**config.mk**
```make
export PLATFORM = sky130hd
export DESIGN_NAME = motor_thermal_protection
export DESIGN_NICKNAME = d
export VERILOG_FILES = /design/src/thermal_pkg.sv /design/src/heat_mem.sv /design/src/motor_thermal_protection.sv
export VERILOG_INCLUDE_DIRS = /design/src /design/src/src
export SDC_FILE = /design/constraint.sdc
export NUM_CORES = 2
export LEC_CHECK = 0
export ABC_AREA = 1
export BUFFER_PORTS_ARGS = -buffer_cell sky130_fd_sc_hd__buf_2
export CAP_MARGIN = 20
export CORE_MARGIN = 4
export CORE_UTILIZATION = 55
export CTS_CLUSTER_DIAMETER = 100
export DETAILED_ROUTE_END_ITERATION = 8
export MAX_ROUTING_LAYER = met4
export PLACE_DENSITY = 0.75
export SLEW_MARGIN = 20
export SYNTH_ARGS = -nofsm -noshare
export SYNTH_HDL_FRONTEND = slang
export SYNTH_HIERARCHICAL = 1
export SYNTH_SLANG_ARGS = --single-unit
```
**constraint.sdc**
```tcl
create_clock -name CORE_CLK -period 16.9 [get_ports CORE_CLK]
set_input_delay 3.38 -clock CORE_CLK [delete_from_list [all_inputs] [get_ports CORE_CLK]]
set_output_delay 3.38 -clock CORE_CLK [all_outputs]
set_load 0.01 [all_outputs]
```
**src/thermal_map.svh**
```systemverilog
// Purpose: register offsets, field positions, reset values, timing counts
// Assumes: 50 MHz CORE_CLK, 32-bit AXI4-Lite register bus
// Notes: offsets are byte addresses, one aligned word per register
// Behaviour
// [RQ1] Each of the three motors picks one of four protection modes in its own field.
// [RQ2] Mode 0 does no overload monitoring and never raises the overheat alarm.
// [RQ3] Mode 1 uses a trip current that does not change with speed.
// [RQ4] Mode 3 (reset value) derates the trip current for shaft fans, mode 2 for separate fans.
// [RQ5] The thermal model is evaluated only in modes 1, 2 and 3.
// [RQ6] Every motor keeps its own thermal state, untouched by the others.
// [RQ7] Modelled heating moves toward the square of the measured current.
// [RQ8] The overheat alarm rises when the modelled trip time has run out.
// [RQ9] The overheat alarm cannot be cleared until a cooling delay of one time constant ends.
// [RQ10] Heating is readable as a percentage of the asymptotic level.
// [RQ11] With sensor protection on, the sensor alarm rises when the analog input exceeds the threshold.
// [RQ12] The sensor alarm clears only after the input drops 5% below its trip level.
// [RQ13] Monitoring begins only when current exceeds the programmable start level, 105% at reset.
// [RQ14] Software should set the time constant to 36 s per trip class (360, 720, 1080 s).
// [RQ15] The model updates at a fixed sampling interval with fixed-point arithmetic.
`ifndef THERMAL_MAP_SVH
`define THERMAL_MAP_SVH
`define CLK_HZ 50000000
`define SAMPLE_HZ 1024
`define SAMPLE_CYCLES (`CLK_HZ / `SAMPLE_HZ)
`define FRAC_BITS 10
`define OFS_CTRL 8'h00
`define OFS_START 8'h04
`define OFS_TAU 8'h08
`define OFS_THRESH 8'h0c
`define OFS_STATUS 8'h10
`define OFS_MASK 8'h14
`define OFS_HEAT1 8'h18
`define OFS_HEAT2 8'h1c
`define OFS_HEAT3 8'h20
`define CTRL_SENS_BIT 8
`define ST_SENS_BIT 3
`define RST_MODE 2'h3
`define RST_START 10'h069
`define RST_TAU 16'h0168
`define RST_THRESH 12'h800
`define KNEE_HI 10'h032
`define KNEE_LO 10'h019
`define HYST_DIV 12'h014
`define PCT_DIV 20'h00064
`define RESP_OKAY 2'h0
`define RESP_SLVERR 2'h2
`endif

```
**src/thermal_pkg.sv**
```systemverilog
// Purpose: types shared by the thermal protection design
// Assumes: nothing beyond the map header
// Notes: all module state is held in the packed structs below
package thermal_pkg;
	// model update sequencer
	typedef enum logic [1:0] {S_IDLE, S_READ, S_CALC} seq_e;
	// heat memory access
	typedef struct packed {
		logic we;
		logic [1:0] addr;
		logic [31:0] wdata;
	} mem_req_s;
	typedef struct packed {
		logic [3:0][31:0] word;
		logic [31:0] rdata;
	} mem_state_s;
	// whole state of the protection block
	typedef struct packed {
		logic awready;
		logic wready;
		logic aw_full;
		logic w_full;
		logic [7:0] awaddr;
		logic [31:0] wdata;
		logic [3:0] wstrb;
		logic bvalid;
		logic [1:0] bresp;
		logic arready;
		logic rvalid;
		logic [31:0] rdata;
		logic [1:0] rresp;
		logic [2:0][1:0] mode;
		logic sens_en;
		logic [9:0] start_cur;
		logic [15:0] tau;
		logic [11:0] thresh;
		logic [3:0] status;
		logic [3:0] mask;
		logic irq;
		logic ovh;
		logic sen;
		logic [2:0][9:0] pct;
		logic [2:0][15:0] cool;
		logic [11:0] sens_trip;
		logic [15:0] tick_cnt;
		logic [15:0] step_cnt;
		logic [9:0] sec_cnt;
		seq_e seq;
		logic [1:0] idx;
	} prot_state_s;
endpackage : thermal_pkg

```
**src/heat_mem.sv**
```systemverilog
// Purpose: per-motor heat accumulator storage
// Assumes: one access per cycle, read data registered
// Notes: read returns the old word when the same address is written
`timescale 1ns/100ps
`default_nettype none
module heat_mem (
	// clock and reset
	input wire logic clk,
	input wire logic rst_n,
	// access port
	input wire thermal_pkg::mem_req_s req,
	output logic [31:0] rdata
);
	thermal_pkg::mem_state_s m_q;
	thermal_pkg::mem_state_s m_d;

	// write and registered read
	always_comb begin
		m_d = m_q;
		if (req.we) begin
			m_d.word[req.addr] = req.wdata;
		end
		m_d.rdata = m_q.word[req.addr];
	end

	// state register, cleared so every motor starts cold
	always_ff @(posedge clk) begin
		if (!rst_n) begin
			m_q <= '0;
		end else begin
			m_q <= m_d;
		end
	end

	assign rdata = m_q.rdata;
endmodule : heat_mem
`default_nettype wire

```
**src/motor_thermal_protection.sv**
```systemverilog
// Purpose: motor overload thermal model and sensor alarm with AXI4-Lite registers
// Assumes: current and speed inputs in percent of rating, synchronous to CORE_CLK
// Notes: model steps every tau sample ticks, giving a time constant of tau seconds
`timescale 1ns/100ps
`default_nettype none
`include "thermal_map.svh"
module motor_thermal_protection #(
	parameter logic [15:0] SAMPLE_CYCLES = 16'(`SAMPLE_CYCLES)
) (
	// clock and reset
	input wire logic CORE_CLK,
	input wire logic RESET_N,
	// axi4-lite write address
	input wire logic [7:0] S_AXI_AWADDR,
	input wire logic S_AXI_AWVALID,
	output logic S_AXI_AWREADY,
	// axi4-lite write data
	input wire logic [31:0] S_AXI_WDATA,
	input wire logic [3:0] S_AXI_WSTRB,
	input wire logic S_AXI_WVALID,
	output logic S_AXI_WREADY,
	// axi4-lite write response
	output logic [1:0] S_AXI_BRESP,
	output logic S_AXI_BVALID,
	input wire logic S_AXI_BREADY,
	// axi4-lite read address
	input wire logic [7:0] S_AXI_ARADDR,
	input wire logic S_AXI_ARVALID,
	output logic S_AXI_ARREADY,
	// axi4-lite read data
	output logic [31:0] S_AXI_RDATA,
	output logic [1:0] S_AXI_RRESP,
	output logic S_AXI_RVALID,
	input wire logic S_AXI_RREADY,
	// drive measurements
	input wire logic [9:0] MOTOR_CURRENT,
	input wire logic [9:0] MOTOR_SPEED,
	input wire logic [1:0] ACTIVE_MOTOR,
	input wire logic [11:0] SECOND_ANALOG_INPUT,
	// alarms and interrupt
	output logic MOTOR_OVERHEAT_ALARM,
	output logic SENSOR_OVERTEMP_ALARM,
	output logic IRQ
);
	thermal_pkg::prot_state_s st_q;
	thermal_pkg::prot_state_s st_d;
	thermal_pkg::mem_req_s mem_req;
	logic [31:0] mem_rdata;
	logic tick;
	logic step_now;
	logic sec_now;
	logic [15:0] tau_eff;
	logic [1:0] cmode;
	logic [9:0] icur;
	logic [9:0] trip_cur;
	logic [19:0] i2;
	logic [19:0] it2;
	logic signed [32:0] diff;
	logic signed [32:0] heat_sum;
	logic [31:0] heat_new;
	logic [19:0] pct_full;
	logic [9:0] pct_calc;
	logic trip_hit;
	logic [11:0] hyst_lvl;
	logic sens_hot;
	logic sens_cool;
	logic [32:0] wr_old;
	logic [31:0] wv;
	logic [32:0] rd;

	// trip current after speed derating for the selected mode
	function automatic logic [9:0] trip_level(input logic [1:0] mode, input logic [9:0] start,
		input logic [9:0] speed);
		logic [9:0] lvl;
		lvl = start;
		case (mode)
			2'h2: begin
				if (speed < `KNEE_LO) begin
					lvl = start - (start >> 4); // see [RQ4]
				end
			end
			2'h3: begin
				if (speed < `KNEE_LO) begin
					lvl = start - (start >> 2); // see [RQ4]
				end else if (speed < `KNEE_HI) begin
					lvl = start - (start >> 3); // see [RQ4]
				end
			end
			default: lvl = start; // see [RQ3]
		endcase
		return lvl;
	endfunction : trip_level

	// register read decode, top bit flags a mapped address
	function automatic logic [32:0] reg_word(input thermal_pkg::prot_state_s s,
		input logic [7:0] a);
		logic [32:0] r;
		r = {1'b1, 32'h00000000};
		case ({a[7:2], 2'b00})
			`OFS_CTRL: r[31:0] = {23'h000000, s.sens_en, 2'h0, s.mode[2], s.mode[1], s.mode[0]};
			`OFS_START: r[31:0] = {22'h000000, s.start_cur};
			`OFS_TAU: r[31:0] = {16'h0000, s.tau};
			`OFS_THRESH: r[31:0] = {20'h00000, s.thresh};
			`OFS_STATUS: r[31:0] = {28'h0000000, s.status};
			`OFS_MASK: r[31:0] = {28'h0000000, s.mask};
			`OFS_HEAT1: r[31:0] = {22'h000000, s.pct[0]}; // see [RQ10]
			`OFS_HEAT2: r[31:0] = {22'h000000, s.pct[1]};
			`OFS_HEAT3: r[31:0] = {22'h000000, s.pct[2]};
			default: r = 33'h000000000;
		endcase
		return r;
	endfunction : reg_word

	// byte-lane merge of write data into an old word
	function automatic logic [31:0] merge(input logic [31:0] old, input logic [31:0] d,
		input logic [3:0] strb);
		logic [31:0] r;
		r = old;
		for (int b = 0; b < 4; b++) begin
			if (strb[b]) begin
				r[8*b +: 8] = d[8*b +: 8];
			end
		end
		return r;
	endfunction : merge

	// fixed sample tick, model step and one-second pulse
	assign tick = (st_q.tick_cnt == SAMPLE_CYCLES - 16'h0001); // see [RQ15]
	assign tau_eff = (st_q.tau == 16'h0000) ? 16'h0001 : st_q.tau;
	assign step_now = tick && (st_q.step_cnt >= tau_eff - 16'h0001);
	assign sec_now = tick && (st_q.sec_cnt == 10'h3ff);

	// model arithmetic for the motor under update
	assign cmode = st_q.mode[st_q.idx];
	assign icur = (ACTIVE_MOTOR == st_q.idx) ? MOTOR_CURRENT : 10'h000; // see [RQ6]
	assign trip_cur = trip_level(cmode, st_q.start_cur, MOTOR_SPEED);
	assign i2 = {10'h000, icur} * {10'h000, icur};
	assign it2 = {10'h000, trip_cur} * {10'h000, trip_cur};
	assign diff = $signed({3'h0, i2, 10'h000}) - $signed({1'b0, mem_rdata}); // see [RQ7]
	assign heat_sum = $signed({1'b0, mem_rdata}) + (diff >>> `FRAC_BITS); // see [RQ7]
	assign heat_new = heat_sum[31:0];
	assign pct_full = heat_new[29:10] / `PCT_DIV; // see [RQ10]
	assign pct_calc = (pct_full > 20'h003ff) ? 10'h3ff : pct_full[9:0];
	assign trip_hit = (cmode != 2'h0) && (icur > trip_cur) // see [RQ13]
		&& (heat_new[29:10] >= it2); // see [RQ8]

	// sensor comparison with 5% hysteresis on release
	assign hyst_lvl = st_q.sens_trip - 12'(st_q.sens_trip / `HYST_DIV); // see [RQ12]
	assign sens_hot = st_q.sens_en && (SECOND_ANALOG_INPUT > st_q.thresh); // see [RQ11]
	assign sens_cool = (SECOND_ANALOG_INPUT <= hyst_lvl); // see [RQ12]

	// memory access, written only for motors with protection on
	assign mem_req = '{we: (st_q.seq == thermal_pkg::S_CALC) && (cmode != 2'h0), // see [RQ5]
		addr: st_q.idx, wdata: heat_new};

	heat_mem heat_mem_i (
		.clk(CORE_CLK),
		.rst_n(RESET_N),
		.req(mem_req),
		.rdata(mem_rdata)
	);

	// next state of the whole block
	always_comb begin
		st_d = st_q;
		wr_old = reg_word(st_q, st_q.awaddr);
		wv = merge(wr_old[31:0], st_q.wdata, st_q.wstrb);
		rd = reg_word(st_q, S_AXI_ARADDR);
		st_d.tick_cnt = tick ? 16'h0000 : st_q.tick_cnt + 16'h0001;
		if (tick) begin
			st_d.step_cnt = step_now ? 16'h0000 : st_q.step_cnt + 16'h0001;
			st_d.sec_cnt = st_q.sec_cnt + 10'h001;
		end
		// cooling timers count down in seconds
		for (int m = 0; m < 3; m++) begin
			if (sec_now && st_q.cool[m] != 16'h0000) begin
				st_d.cool[m] = st_q.cool[m] - 16'h0001; // see [RQ9]
			end
		end
		// write address and data are taken independently
		if (st_q.awready && S_AXI_AWVALID) begin
			st_d.awready = 1'b0;
			st_d.aw_full = 1'b1;
			st_d.awaddr = S_AXI_AWADDR;
		end
		if (st_q.wready && S_AXI_WVALID) begin
			st_d.wready = 1'b0;
			st_d.w_full = 1'b1;
			st_d.wdata = S_AXI_WDATA;
			st_d.wstrb = S_AXI_WSTRB;
		end
		// register write once both halves are held
		if (st_q.aw_full && st_q.w_full && !st_q.bvalid) begin
			st_d.aw_full = 1'b0;
			st_d.w_full = 1'b0;
			st_d.bvalid = 1'b1;
			st_d.bresp = wr_old[32] ? `RESP_OKAY : `RESP_SLVERR;
			case ({st_q.awaddr[7:2], 2'b00})
				`OFS_CTRL: begin
					st_d.mode[0] = wv[1:0]; // see [RQ1]
					st_d.mode[1] = wv[3:2];
					st_d.mode[2] = wv[5:4];
					st_d.sens_en = wv[`CTRL_SENS_BIT];
				end
				`OFS_START: st_d.start_cur = wv[9:0]; // see [RQ13]
				`OFS_TAU: st_d.tau = wv[15:0];
				`OFS_THRESH: st_d.thresh = wv[11:0];
				`OFS_STATUS: begin
					for (int m = 0; m < 3; m++) begin
						if (st_q.wdata[m] && st_q.wstrb[0] && st_q.cool[m] == 16'h0000) begin
							st_d.status[m] = 1'b0; // see [RQ9]
						end
					end
					if (st_q.wdata[`ST_SENS_BIT] && st_q.wstrb[0] && sens_cool) begin
						st_d.status[`ST_SENS_BIT] = 1'b0; // see [RQ12]
					end
				end
				`OFS_MASK: st_d.mask = wv[3:0];
				default: st_d.bvalid = 1'b1;
			endcase
		end
		if (st_q.bvalid && S_AXI_BREADY) begin
			st_d.bvalid = 1'b0;
			st_d.awready = 1'b1;
			st_d.wready = 1'b1;
		end
		// read channel, one outstanding read
		if (st_q.arready && S_AXI_ARVALID) begin
			st_d.arready = 1'b0;
			st_d.rvalid = 1'b1;
			st_d.rdata = rd[31:0];
			st_d.rresp = rd[32] ? `RESP_OKAY : `RESP_SLVERR;
		end
		if (st_q.rvalid && S_AXI_RREADY) begin
			st_d.rvalid = 1'b0;
			st_d.arready = 1'b1;
		end
		// model sequencer walks the three motors each step
		case (st_q.seq)
			thermal_pkg::S_IDLE: begin
				if (step_now) begin
					st_d.idx = 2'h0;
					st_d.seq = thermal_pkg::S_READ;
				end
			end
			thermal_pkg::S_READ: st_d.seq = thermal_pkg::S_CALC;
			thermal_pkg::S_CALC: begin
				if (cmode != 2'h0) begin
					st_d.pct[st_q.idx] = pct_calc; // see [RQ10]
				end
				if (trip_hit) begin
					st_d.status[st_q.idx] = 1'b1; // see [RQ8] see [RQ2]
					// second boundary runs free, so one spare second keeps the full delay
					st_d.cool[st_q.idx] = (tau_eff == 16'hffff) ? tau_eff
						: tau_eff + 16'h0001; // see [RQ9]
				end
				if (st_q.idx == 2'h2) begin
					st_d.seq = thermal_pkg::S_IDLE;
				end else begin
					st_d.idx = st_q.idx + 2'h1; // see [RQ6]
					st_d.seq = thermal_pkg::S_READ;
				end
			end
			default: st_d.seq = thermal_pkg::S_IDLE;
		endcase
		// sensor alarm, set wins over a clear
		if (sens_hot) begin
			if (!st_q.status[`ST_SENS_BIT]) begin
				st_d.sens_trip = SECOND_ANALOG_INPUT;
			end
			st_d.status[`ST_SENS_BIT] = 1'b1; // see [RQ11]
		end
		// registered outputs
		st_d.irq = |(st_d.status & st_d.mask);
		st_d.ovh = |st_d.status[2:0];
		st_d.sen = st_d.status[`ST_SENS_BIT];
	end

	// state register with synchronous reset
	always_ff @(posedge CORE_CLK) begin
		if (!RESET_N) begin
			st_q <= '0;
			st_q.awready <= 1'b1;
			st_q.wready <= 1'b1;
			st_q.arready <= 1'b1;
			st_q.mode <= {3{`RST_MODE}};
			st_q.start_cur <= `RST_START;
			st_q.tau <= `RST_TAU;
			st_q.thresh <= `RST_THRESH;
		end else begin
			st_q <= st_d;
		end
	end

	// port drive straight from state flops
	assign S_AXI_AWREADY = st_q.awready;
	assign S_AXI_WREADY = st_q.wready;
	assign S_AXI_BRESP = st_q.bresp;
	assign S_AXI_BVALID = st_q.bvalid;
	assign S_AXI_ARREADY = st_q.arready;
	assign S_AXI_RDATA = st_q.rdata;
	assign S_AXI_RRESP = st_q.rresp;
	assign S_AXI_RVALID = st_q.rvalid;
	assign MOTOR_OVERHEAT_ALARM = st_q.ovh;
	assign SENSOR_OVERTEMP_ALARM = st_q.sen;
	assign IRQ = st_q.irq;
endmodule : motor_thermal_protection
`default_nettype wire

```
# Yosys cells after proc, flatten, opt, wreduce, memory -nomap -nowiden
# Cells that the tools add are included.
[totals]
reg_bits = 421
input_bits = 93
word_cells = 210
[op_classes]
addsub = 15
n_mul = 2
div = 2
n_lt_le_gt_ge = 10
n_eq_ne = 28
muxes = 52
n_bitwise = 4
n_reduce_logical = 54
[op_table]
columns = ["operator", "n"]
rows = [
  ["case mux 16 bit (9 select lines)", 1],
  ["bitwise mux 128 bit", 1],
  ["2-to-1 mux 16 bit", 7],
  ["2-to-1 mux 48 bit", 2],
  ["binary-select mux 32 bit (select 2 bit)", 1],
  ["demux 32 bit (select 2 bit)", 1],
  ["zero test 16 bit", 4],
  ["2-to-1 mux 32 bit", 2],
  ["case mux 16 bit (4 select lines)", 1],
  ["subtractor 16 x 1 -> 16 bit, second input constant", 4],
  ["2-to-1 mux 10 bit", 6],
  ["adder 16 x 1 -> 16 bit, second input constant", 3],
  ["bitwise mux 48 bit", 1],
  ["== test 6 x 3 -> 1 bit, second input constant", 8],
  ["nonzero test 16 bit", 3],
  ["multiplier 10 x 10 -> 20 bit", 2],
  ["subtractor 30 x 32 -> 33 bit", 1],
  ["adder 32 x 23 -> 32 bit", 1],
  ["demux 16 bit (select 2 bit)", 1],
  ["== test 16 bit, second input constant", 2],
  ["bitwise mux 30 bit", 1],
  ["logical AND 1 bit", 25],
  ["== test 6 x 2 -> 1 bit, second input constant", 4],
  ["2-to-1 mux 8 bit", 3],
  ["other kinds (47)", 82],
]

# Logic depth before layout (Yosys ltp)
[logic_depth]
ltp_word = 13
depth_mapped = 121
depth_no_buf = 120

# By module
# The synthesis kept the hierarchy.
[by_module_without_submodules]
columns = ["mod", "n_inst", "cells_per_inst", "area_per_inst_um2", "seq_area_each_um2"]
rows = [
  ["motor_thermal_protection", 1, 3745, 25116.6, 4804.6],
  ["heat_mem", 1, 966, 7118.1, 3203.1],
]

# Worst setup path before layout
# OpenSTA, ideal clock, no wires.
[synth_path]
path_type = "input-to-reg"
startpoint = "in ACTIVE_MOTOR[0]"
endpoint = "reg st_q[116] (netlist bit)"
setup_time_ns = 0.109
arrival_time_ns = 16.375
required_time_ns = 16.791
setup_slack_ns = 0.416
stages = 105
path_buffers = 1
cell_sequence = "xnor2_1 nand2_1 clkbuf_1 nor2_1 inv_1 nor2_1 inv_1 fa_1 fa_1 inv_1 ha_1 fa_1 inv_1 fa_1 inv_1 ha_1 inv_1 o21bai_1 (+69 left out) nand2_2 nand2_4 nand2_2 nand2_1 nor2_2 o21ai_0 nand2_2 nand3_2 nand2_4 nand3_1 nand2_2 nor2_2 a21boi_1 nor2_1 nor2_2 nand4_1 nand2_1 inv_1"
[synth_via]
elab_chain_cells = 9
[synth_rtl]
columns = ["item", "line_no", "text"]
rows = [
  ["start, declared", "motor_thermal_protection.sv:38", "input wire logic [1:0] ACTIVE_MOTOR,"],
  ["== test 2 bit *", "motor_thermal_protection.sv:135", "assign icur = (ACTIVE_MOTOR == st_q.idx) ? MOTOR_CURRENT : 10'h000;"],
  ["2-to-1 mux 10 bit *", "motor_thermal_protection.sv:135", ""],
  ["multiplier 10 x 10 -> 20 bit *", "motor_thermal_protection.sv:137", "assign i2 = {10'h000, icur} * {10'h000, icur};"],
  ["subtractor 30 x 32 -> 33 bit *", "motor_thermal_protection.sv:139", "assign diff = $signed({3'h0, i2, 10'h000}) - $signed({1'b0, mem_rdata});"],
  ["adder 32 x 23 -> 32 bit *", "motor_thermal_protection.sv:140", "assign heat_sum = $signed({1'b0, mem_rdata}) + (diff >>> `FRAC_BITS);"],
  ["divider 20 x 7 -> 20 bit (no source line) *", "--", ""],
  ["greater-than comparator 20 x 10 -> 1 bit", "motor_thermal_protection.sv:143", "assign pct_calc = (pct_full > 20'h003ff) ? 10'h3ff : pct_full[9:0];"],
  ["2-to-1 mux 10 bit *", "motor_thermal_protection.sv:143", ""],
  ["bitwise mux 30 bit *", "motor_thermal_protection.sv:249", "st_d.pct[st_q.idx] = pct_calc;"],
  ["end signal, assigned", "motor_thermal_protection.sv:291", "st_q <= st_d;"],
  ["end, declared", "motor_thermal_protection.sv:45", "thermal_pkg::prot_state_s st_q;"],
]
# Every way passes the cells marked *; elsewhere a longest branch is shown, timed or not.
# A chain may end at the register's enable or synchronous reset.

# Worst setup path after layout
[layout_path]
startpoint = "in ACTIVE_MOTOR[0]"
endpoint = "reg st_q[127] (netlist bit)"
# Same word-level chain as after synthesis.

==> results by group <==
GRT
  – Initial antenna violation count: 4
  – Global-route wire length before repair: 145.3 mm
  – GRT Util Overall: 0.2876
  – Vias in the first global route: 28360
  – Largest net degree at the start of global routing: 86
  – GRT overflow: 0

Synthesis
  – Ys flop type: dfxtp_1
  – Top-area cell type share of the netlist area: 0.2484
  – Cell area after synthesis: 32230 um2
  – Top cells by area, synth: dfxtp_1 25%, ha_1 9.8%, nand2_1 9.6%
  – Ys Warns: 6
  – Cell taking the most area after synthesis: dfxtp_1
  – Most frequent cell after synthesis: nand2_1
  – Sequential share of the synthesized area: 0.2484
  – Mapped Avg Cell Area: ~6.8 um2
  – Synth top cells by count: 822 x nand2_1, 708 x inv_1, 541 x nor2_1, 400 x dfxtp_1, 369 x a21oi_1
  – Unique masters post-synth: 65
  – Asr flop ratio synth: 0
  – Register bit total from synthesis: 400
  – Number of synthesized flops with an enable pin: 0
  – Synthesized netlist cell count: approximately 4700

STA
  – Final hold vios: 0
  – Highest clock rate: 59.56 MHz
  – Worst Clk Skew: 28.86 ps
  – Slew @ Worst Pin: about 1100 ps
  – Final setup violating endpoints: 0
  – Period utilization: 0.9934
  – Final worst setup slack: 111.2 ps
  – Crit path time final: 16790 ps
  – RSZ-0062 raised after global routing: yes
  – Max-slew headroom: 0.2757
  – Max Transition Viols Final: 0

Floorplan
  – Die area: 62550 um2
  – Die X: 250.1 um
  – Core area: around 58000 um2
  – Initial Util: 0.5576
  – FP Rows: just under 90
  – Die height: 250.1 um
  – Top Ports: 137

Place
  – Placer Congestion: 1.010
  – Port Buf Inserts: 96
  – Placed Area: 34180 um2
  – Dpl ws: -632.1 ps
  – Hpwl dp: roughly 69 mm

CTS
  – Clock tree buffer depth: 3
  – Worst-Skew Late Latency: 600 ps
  – CTS Buf Count: 44
  – CTS tree: done
  – H-tree levels: 2
  – Worst-path clk slew: approximately 60 ps
  – Clock sink count: 400
  – Post-CTS Hold Buffers: 0
  – Clock Tree Root: clkbuf_16

Worst setup path
  – Crit path required time: 17390 ps
  – Crit path max-delay family: simple AND/OR/NAND/NOR gates
  – Kind of critical path: in -> reg
  – Critical path arrival: 17280 ps
  – Buf/Inv on CP: 17
  – Cells on worst reg2reg path: 109
  – Worst-path maximum fanout: 7
  – Crit. End Element: register
  – Critical-path top delay cell: fa_2
  – Crit path from: ACTIVE_MOTOR[0]
  – Worst R2R Setup Slack: between 2000 and 2500 ps
  – Critical path endpoint: st_q[127]$_SDFFE_PN0P_
  – Crit path depth: 110
  – Worst reg2reg startpoint: mem_req[33]$_SDFFE_PN0P_
  – Most frequent cell on the critical path: nand2_4
  – Reg2Reg Capture Point: st_q[127]$_SDFFE_PN0P_
  – CP Launch Type: input port
  – Max incr delay on CP: 560 ps

Cells and area
  – Fraction of layout cells with a size suffix above 1: 0.1523
  – Syn-to-layout area delta: 15.38%
  – Register area: 8015 um2
  – Layout fillers: a little over 5000
  – Area occupied by multi-input gates: 21330 um2
  – End-of-flow core utilization: 0.6434
  – Final instance area: 37190 um2
  – Nets: 5348

Routing
  – Via count: between 30000 and 40000
  – TritonRoute pass-1 iters: 9
  – 1st-iter DRT viols: between 2000 and 3000
  – Post-DR wirelength/cell: 16.43 um
  – Routed wire length: 93.75 mm
  – Post-route ant nets: 0
  – Vias per cell: 5.547
  – Residual DRC: 0

Run status
  – Status: completed

Min path
  – Worst Hold Depth: 1
  – Hold Crit Class: reg -> reg

Run
  – MaxCap Viol Count: 0
[placed cells by master (no fill, tap or decap), drive strengths merged, types with 11 or more instances in the layout]
| cell type | count |
|---|---|
| conb | 18 |
| nand3 | 250 |
| a211oi | 11 |
| o22ai | 27 |
| xor2 | 118 |
| nor2 | 556 |
| dfxtp | 400 |
| o221ai | 11 |
| fa | 100 |
| a31oi | 37 |
| inv | 733 |
| o21bai | 24 |
| nand4 | 142 |
| nand2 | 877 |
| o211ai | 11 |
| nor4 | 20 |
| nand3b | 38 |
| nor3 | 63 |
| a21oi | 375 |
| buf | 357 |
| clkinv | 21 |
| o21ai | 281 |
| ha | 253 |
| xnor2 | 55 |
| clkbuf | 62 |
[metrics by stage]
| stage | hold WS [ps] | instances | TNS (ps) |
|---|---|---|---|
| finish | 421.4 | 5705 | 0 |
| floorplan | 389.6 | 4728 | 0 |
| global placement | 401.3 | 5583 | -2727 |
| CTS | 424.2 | 5664 | 0 |
| global route | 438.5 | 5704 | -4401 |
| detailed placement | 409.6 | 5583 | -4292 |
[layer usage]
layer,GRT usage,share of wire,routed length [um]
met4,0.06213,0.020,1878
met5,-,0,0
met2,0.4348,0.44,41420
met3,0.03966,0.088,8242
met1,0.4131,0.45,42210
[logic make-up after synthesis]
kind of cell             after synthesis  synth area share
AO/OA/AOI/OAI                        841            0.1454
XOR/XNOR                             173           0.04701
adder cells (fa/ha/maj)              353            0.1603
buffers and inverters                971            0.1255
flip-flops                           400            0.2484
multiplexers                           1         0.0003105
other                                  1         0.0001163
AND/OR/NAND/NOR                     1971            0.2730
[flip-flops by register name (all words and copies together) (netlist names), 2 cells and up]
| signal | cells |
|---|---|
| mem_req | 2 |
| st_q | 213 |
| S_AXI_RDATA | 16 |
| heat_mem_i/m_q | 128 |
| heat_mem_i/rdata | 32 |
[final cells by class]
class / instances / share of cell area
clock buffer: 62 / 0.03499
antenna: 3 / 0.0002019
inverter: 742 / 0.07526
clock inverter: 19 / 0.007401
multi-input combinational: 3357 / 0.5735
sequential: 400 / 0.2155
timing repair buffer: 357 / 0.06745
tap: 765 / 0.02574
[how the worst min path moves through the flow]
stage / from / to / slack [ps]
final: st_q[3]$_SDFFE_PN0P_ / st_q[3]$_SDFFE_PN0P_ / 420
after global placement: st_q[3]$_SDFFE_PN0P_ / st_q[3]$_SDFFE_PN0P_ / 400
after detailed placement: st_q[3]$_SDFFE_PN0P_ / st_q[3]$_SDFFE_PN0P_ / 410
after floorplan: st_q[3]$_SDFFE_PN0P_ / st_q[3]$_SDFFE_PN0P_ / 390
after global routing: st_q[3]$_SDFFE_PN0P_ / st_q[3]$_SDFFE_PN0P_ / 440
after CTS: st_q[3]$_SDFFE_PN0P_ / st_q[3]$_SDFFE_PN0P_ / 420
[timing repair]
action                     CTS  global route
setup endpoints to repair    6            15
resized for setup            4           276
gates cloned                 0             0
setup buffers                0            38
pin swaps                    1           148
Power is not shown: default switching activity piles up to over one toggle a cycle in this logic, so the estimate is an artifact.
